File: src/design/irq_status_regs.svh
`ifndef IRQ_STATUS_REGS_SVH
`define IRQ_STATUS_REGS_SVH

// register byte addresses
`define MISSED_FLAGS_ADDR    32'h4000_A820
`define UNPEND_ADDR          32'hE000_E280
`define ACTIVE_STATUS_ADDR   32'hE000_E300
`define FAULT_STATUS_ADDR    32'hE000_ED3C
`define EVT_STATUS_ADDR      32'h4000_A830
`define EVT_CLEAR_ADDR       32'h4000_A834
`define EVT_ENABLE_ADDR      32'h4000_A838

// source bit positions
`define SRC_DEBUG_BIT        16
`define SRC_PIN_D_BIT        15
`define SRC_PIN_C_BIT        14
`define SRC_PIN_A_BIT        12
`define SRC_RADIO_RX_BIT     10
`define SRC_RADIO_TX_BIT     9
`define SRC_RADIO_TMR_BIT    8
`define SRC_SECURITY_BIT     7
`define SRC_SERIAL_ONE_BIT   5
`define SRC_SLEEP_TMR_BIT    4
`define SRC_BASEBAND_BIT     3
`define SRC_MGMT_BIT         2

`define SRC_ONE              32'h0000_0001
`define MISS_MASK  ((`SRC_ONE << `SRC_PIN_D_BIT) | (`SRC_ONE << `SRC_PIN_C_BIT) | \
                    (`SRC_ONE << `SRC_PIN_A_BIT) | (`SRC_ONE << `SRC_RADIO_RX_BIT) | \
                    (`SRC_ONE << `SRC_RADIO_TX_BIT) | (`SRC_ONE << `SRC_RADIO_TMR_BIT) | \
                    (`SRC_ONE << `SRC_SECURITY_BIT) | (`SRC_ONE << `SRC_SERIAL_ONE_BIT) | \
                    (`SRC_ONE << `SRC_SLEEP_TMR_BIT) | (`SRC_ONE << `SRC_BASEBAND_BIT) | \
                    (`SRC_ONE << `SRC_MGMT_BIT))
`define SRC_MASK   (`MISS_MASK | (`SRC_ONE << `SRC_DEBUG_BIT))

// fault status bit positions
`define FAULT_SIZE_BIT       3
`define FAULT_PROT_BIT       2
`define FAULT_RSVD_BIT       1
`define FAULT_MISSED_BIT     0

// event status bit positions
`define EVT_LOST_IRQ_BIT     0
`define EVT_BUS_FAULT_BIT    1

// reset values
`define PEND_RST             32'h0000_0000
`define MISSED_RST           32'h0000_0000
`define ACTIVE_RST           32'h0000_0000
`define FAULT_RST            4'h0
`define EVT_RST              2'h0

`endif

File: src/design/irq_status_pkg.sv
`default_nettype none

package irq_status_pkg;

    typedef struct packed {
        logic        rd;
        logic        wr;
        logic [31:0] addr;
        logic [31:0] wdata;
    } bus_req_t;

    typedef struct packed {
        logic valid;
        logic size_err;
        logic prot_err;
        logic rsvd_err;
    } fault_info_t;

    typedef struct packed {
        logic [31:0] pend;
        logic [31:0] missed;
        logic [31:0] active;
        logic [3:0]  fault;
        logic [1:0]  evt;
        logic [1:0]  evt_en;
        logic        irq;
        logic [31:0] rdata;
    } state_t;

endpackage : irq_status_pkg

`default_nettype wire

File: src/design/irq_status_and_bus_fault_flags.sv
// Summary of operation
// RULE1 - a one written to an unpend bit clears that source's pending state
// RULE2 - a zero written to an unpend bit leaves that source's pending state alone
// RULE3 - twelve sources at fixed bit positions; every other bit reads zero
// RULE4 - active register is read only and shows each active source at its bit
// RULE5 - missed flags are read/write at eleven positions, no debug, others read zero
// RULE6 - a new event on an already pending source sets its missed flag
// RULE7 - every register comes out of reset at zero
// RULE8 - bad width or unaligned access fault sets fault bit 3
// RULE9 - unprivileged protected write fault sets fault bit 2
// RULE10 - reserved or out of range address fault sets fault bit 1
// RULE11 - a fault arriving while any fault bit is set sets fault bit 0
// RULE12 - fault bits stay until software writes them; bits 31 to 4 read zero
`timescale 1ns/10ps
`default_nettype none
`include "irq_status_regs.svh"

module irq_status_and_bus_fault_flags #(
    parameter int SRC_W = 17
) (
    input  wire logic                         clk_i,
    input  wire logic                         srst_i,
    input  wire irq_status_pkg::bus_req_t     bus_i,
    output logic [31:0]                       rdata_o,
    input  wire logic [SRC_W-1:0]             src_event_i,
    input  wire logic [SRC_W-1:0]             pend_set_i,
    input  wire logic [SRC_W-1:0]             active_i,
    input  wire irq_status_pkg::fault_info_t  fault_i,
    output logic [31:0]                       pending_o,
    output logic [31:0]                       missed_o,
    output logic [3:0]                        fault_o,
    output logic                              irq_o
);

    // highest source sits at bit 16; wider than a bus word cannot be served
    if (SRC_W < `SRC_DEBUG_BIT + 1 || SRC_W > 32) begin : g_bad_width
        $error("SRC_W must lie between 17 and 32");
    end

    irq_status_pkg::state_t s_r;
    irq_status_pkg::state_t s_nxt;

    logic [31:0] ev_w;
    logic [31:0] lost_w;
    logic [31:0] unpend_w;
    logic [3:0]  fault_set_w;
    logic [1:0]  evt_set_w;
    logic        wr_unpend_w;
    logic        wr_missed_w;
    logic        wr_fault_w;
    logic        wr_evt_clr_w;
    logic        wr_evt_en_w;

    function automatic logic hit(input irq_status_pkg::bus_req_t req,
                                 input logic [31:0] addr);
        hit = req.addr == addr;
    endfunction : hit

    function automatic logic [31:0] widen(input logic [SRC_W-1:0] v);
        widen = 32'(v) & `SRC_MASK;
    endfunction : widen

    always_comb begin
        s_nxt        = s_r;
        ev_w         = widen(src_event_i);
        wr_unpend_w  = bus_i.wr && hit(bus_i, `UNPEND_ADDR);
        wr_missed_w  = bus_i.wr && hit(bus_i, `MISSED_FLAGS_ADDR);
        wr_fault_w   = bus_i.wr && hit(bus_i, `FAULT_STATUS_ADDR);
        wr_evt_clr_w = bus_i.wr && hit(bus_i, `EVT_CLEAR_ADDR);
        wr_evt_en_w  = bus_i.wr && hit(bus_i, `EVT_ENABLE_ADDR);

        // zero bits of the write leave pending alone
        unpend_w = wr_unpend_w ? (bus_i.wdata & `SRC_MASK) : 32'h0000_0000; // RULE2
        // a fresh event beats a same-cycle unpend so nothing is dropped
        s_nxt.pend = ((s_r.pend & ~unpend_w) | ev_w | widen(pend_set_i)) & `SRC_MASK; // RULE1 RULE3

        lost_w = ev_w & s_r.pend & `MISS_MASK; // RULE6
        if (wr_missed_w) begin
            s_nxt.missed = bus_i.wdata & `MISS_MASK; // RULE5
        end
        s_nxt.missed = s_nxt.missed | lost_w; // RULE6

        // active state is owned by the core; we only mirror it
        s_nxt.active = widen(active_i); // RULE4

        fault_set_w = 4'h0;
        fault_set_w[`FAULT_SIZE_BIT]   = fault_i.valid && fault_i.size_err; // RULE8
        fault_set_w[`FAULT_PROT_BIT]   = fault_i.valid && fault_i.prot_err; // RULE9
        fault_set_w[`FAULT_RSVD_BIT]   = fault_i.valid && fault_i.rsvd_err; // RULE10
        fault_set_w[`FAULT_MISSED_BIT] = fault_i.valid && (|s_r.fault); // RULE11
        if (wr_fault_w) begin
            s_nxt.fault = bus_i.wdata[3:0]; // RULE12
        end
        s_nxt.fault = s_nxt.fault | fault_set_w; // RULE12

        evt_set_w = 2'h0;
        evt_set_w[`EVT_LOST_IRQ_BIT]  = |lost_w;
        evt_set_w[`EVT_BUS_FAULT_BIT] = fault_i.valid;
        if (wr_evt_clr_w) begin
            s_nxt.evt = s_r.evt & ~bus_i.wdata[1:0];
        end
        s_nxt.evt = s_nxt.evt | evt_set_w;
        if (wr_evt_en_w) begin
            s_nxt.evt_en = bus_i.wdata[1:0];
        end
        s_nxt.irq = |(s_nxt.evt & s_nxt.evt_en);

        s_nxt.rdata = 32'h0000_0000;
        if (bus_i.rd) begin
            case (bus_i.addr)
                `MISSED_FLAGS_ADDR:  s_nxt.rdata = s_r.missed; // RULE5
                `ACTIVE_STATUS_ADDR: s_nxt.rdata = s_r.active; // RULE4
                `FAULT_STATUS_ADDR:  s_nxt.rdata = {28'h000_0000, s_r.fault}; // RULE12
                `EVT_STATUS_ADDR:    s_nxt.rdata = {30'h0000_0000, s_r.evt};
                `EVT_ENABLE_ADDR:    s_nxt.rdata = {30'h0000_0000, s_r.evt_en};
                // unpend and clear are write only and read as zero
                default:             s_nxt.rdata = 32'h0000_0000;
            endcase
        end
    end

    always_ff @(posedge clk_i) begin
        if (srst_i) begin
            s_r.pend   <= `PEND_RST; // RULE7
            s_r.missed <= `MISSED_RST;
            s_r.active <= `ACTIVE_RST;
            s_r.fault  <= `FAULT_RST;
            s_r.evt    <= `EVT_RST;
            s_r.evt_en <= `EVT_RST;
            s_r.irq    <= 1'b0;
            s_r.rdata  <= 32'h0000_0000;
        end else begin
            s_r <= s_nxt;
        end
    end

    assign rdata_o   = s_r.rdata;
    assign pending_o = s_r.pend;
    assign missed_o  = s_r.missed;
    assign fault_o   = s_r.fault;
    assign irq_o     = s_r.irq;

    // checks

    logic [31:0] unpend_keep_w;
    logic [31:0] src_set_w;
    assign unpend_keep_w = ~bus_i.wdata;
    assign src_set_w     = ev_w | widen(pend_set_i);
endmodule : irq_status_and_bus_fault_flags

`default_nettype wire

File: config.mk
export PLATFORM = sky130hd
export DESIGN_NAME = irq_status_and_bus_fault_flags
export DESIGN_NICKNAME = d
export VERILOG_FILES = /design/src/design/irq_status_pkg.sv /design/src/design/irq_status_and_bus_fault_flags.sv
export VERILOG_INCLUDE_DIRS = /design/src /design/src/design
export SDC_FILE = /design/constraint.sdc
export NUM_CORES = 1
export LEC_CHECK = 0
export ABC_AREA = 1
export BUFFER_PORTS_ARGS = -buffer_cell sky130_fd_sc_hd__clkbuf_2
export CORE_MARGIN = 2
export CORE_UTILIZATION = 39
export DETAILED_ROUTE_END_ITERATION = 7
export HOLD_SLACK_MARGIN = 0.08
export PLACE_DENSITY = 0.85
export SLEW_MARGIN = 20
export SYNTH_ARGS = -nofsm -noshare
export SYNTH_HDL_FRONTEND = slang
export SYNTH_SLANG_ARGS = --single-unit
File: constraint.sdc
create_clock -name clk_i -period 1.25 [get_ports clk_i]
set_input_delay 0.125 -clock clk_i [delete_from_list [all_inputs] [get_ports clk_i]]
set_output_delay 0.125 -clock clk_i [all_outputs]
set_load 0.01 [all_outputs]
==> metrics <==
Mapped Area=3547 µm²; antenna cells=0; PD cells=1012 nW/µm²; initial antenna violation count=0; post-CTS setup buffer count=0; total CTS buffers=9; Tmin final=~1.2 ns; synth warn=0; routed length per instance=~12 µm; Layout Skew=0.007834 ns; critical path fanouts, max=1; # rows=34; Die Wd=99.37 µm; CTS tree=yes; power consumption=between 0.004 and 0.005 W; Gate Count Post-Synth=529; period utilization=0.9863; Lkg Pwr=2.392 nW; # clock sinks=58; fill cell count=815; Die Y=99.37 µm; nature of the critical path startpoint=primary input; clock tree buffer depth=2; Placed Instance Area=3946 µm²; Post-synth EDFFs=0; antenna-violating nets left=0; Unique masters post-synth=24; pin count of the biggest net entering global routing=29; post-synth top area share=0.3273; vias=3493; area grow syn2layout=25.26%; syn_area_per_cell=6.705 µm²; main area contributors after synthesis=dfxtp_1 33%, buf_4 21%, nand2_1 10%, nand3_1 9.6%, nor2_1 8.1%; layout cell share with drive strength beyond 1=0.3052; Final GP Congestion=between 0.8 and 0.9; first-pass GRT wire length=roughly 15 mm; Post-route DRC=0; critical path type=in2reg; total track usage=0.1957; most frequent cell after synthesis=buf_4; drt pass-1 iters=4; die area=just under 10000 µm²; DRT Wirelength=9.476 mm; Sequential Area=1161 µm²; synthesized flop and latch total=58; final setup vio count=0; Fmax=between 800 and 900 MHz; Reg clk slew, reported paths=approximately 0.08 ns; cell area after layout=about 4400 µm²; Fin. Hold Viols=0; gr ovfl total=0; PortBufs=~130; fin nets=793; worst-skew pair later-pin latency=0.34 ns; share of flip-flops with an asynchronous set or reset=0; Initial Util=0.4048; critical path arrival=between 1 and 1.5 ns; vias in the first global route=3363; Pins Over Slew Limit=0; area occupied by multi-input gates=1578 µm²; Via density=4.461; maximum vdd drop=around 0.77 mV; CP endpoint kind=flop; Root Buffer=clkbuf_8; HP Class=in2reg; top cells by count, synth=101 x buf_4, 98 x nand2_1, 77 x nor2_1; iteration-0 DRC count of the detailed router=138; Seq/Total Area, Yosys=0.3273; dominant synthesized flop cell=dfxtp_1; status=finished, final reports clean; Yosys top cell by area=dfxtp_1; H-Tree Depth=3; maxcap violations=0; I/O pin count=224; Core ar.=8763 µm²; Critical Path RT=approximately 1.5 ns; Detail Placement HPWL=6.876 mm
## where the power goes
part           internal (W)  switching, W  leakage (nW)
combinational      0.000312      0.000411          1.82
clock              0.000973      0.000798        0.0945
sequential          0.00194     0.0000659         0.479
total               0.00322       0.00127          2.39
## metal layers
layer,GRT usage,part of all wire
met5,0,0
met3,0.04849,0.065
met2,0.3368,0.49
met1,0.2273,0.40
met4,0.09378,0.038
## cells in the final DEF, fill, tap and decap left out, types with 2 or more instances in the layout
cell type	Yosys	final
nand2_1	98	98
clkbuf_2	0	131
nand3_1	68	68
nor3_2	2	3
clkinvlp_4	0	3
dlygate4sd3_1	0	28
nand4_1	2	2
nand2_2	4	4
clkbuf_8	0	10
nor2_1	77	74
buf_4	101	25
nor2_2	13	16
inv_2	5	5
a21oi_1	25	25
inv_1	53	53
dfxtp_1	58	58
nor2_4	2	2
conb_1	1	59
## critical path: stages
cell and delay [ns]:
dlygate4sd3_1 0.54, clkbuf_2 0.10, nor2_1 0.08, dlygate4sd3_1 0.55, a21oi_1 0.06
## repair_timing
item,CTS,global route
endpoints found under the setup margin,0,16
hold buffers,37,1
hold endpoints to repair,24,1
gates resized for setup,0,4
## logic make-up after synthesis
family                 Yosys count  synth area share
AO/OA/AOI/OAI                   26           0.03774
AND/OR/NAND/NOR                272            0.3393
flip-flops                      58            0.3273
other                            1          0.001057
buffers and inverters          172            0.2945
## through the flow
| step | hold WS (ns) | utilization | worst slack (ns) | cells | setup TNS, ns |
|---|---|---|---|---|---|
| finish | 0.06549 | 0.5070 | 0.01708 | 783 | 0 |
| global route | 0.09434 | 0.5070 | -0.006113 | 783 | -0.006113 |
| CTS | 0.08458 | 0.5158 | 0.009304 | 792 | 0 |
| detailed placement | 0.3229 | 0.4503 | -0.1586 | 739 | -4.834 |
| global placement | 0.3219 | 0.4503 | -0.1369 | 739 | -4.323 |
| floorplan | 0.2320 | - | 0.03871 | 587 | 0 |
## state kept, by name (all words and copies together) (netlist names)
| name | count |
|---|---|
| s_r | 16 |
| pending_o | 12 |
| missed_o | 11 |
| fault_o | 4 |
| rdata_o | 14 |
| irq_o | 1 |
## layout make-up
type                       instances  share of cell area
clock buffer                      10             0.03098
clock inverter                     6             0.01493
inverter                          59             0.04985
multi-input combinational        357              0.3551
sequential                        58              0.2613
tap                              108             0.03041
timing repair buffer             185              0.2574
## worst paths after layout
kind	start	endpoint	slack, ns	cells after the start
max	pend_set_i[10]	pending_o[10]	0.02	5
min	src_event_i[14]	pending_o[14]	0.07	3
max reg2reg	pending_o[14]	irq_o	0.11	6
min reg2reg	pending_o[10]	pending_o[10]	0.48	2
Note: power is estimated with default switching activity, not from simulation.
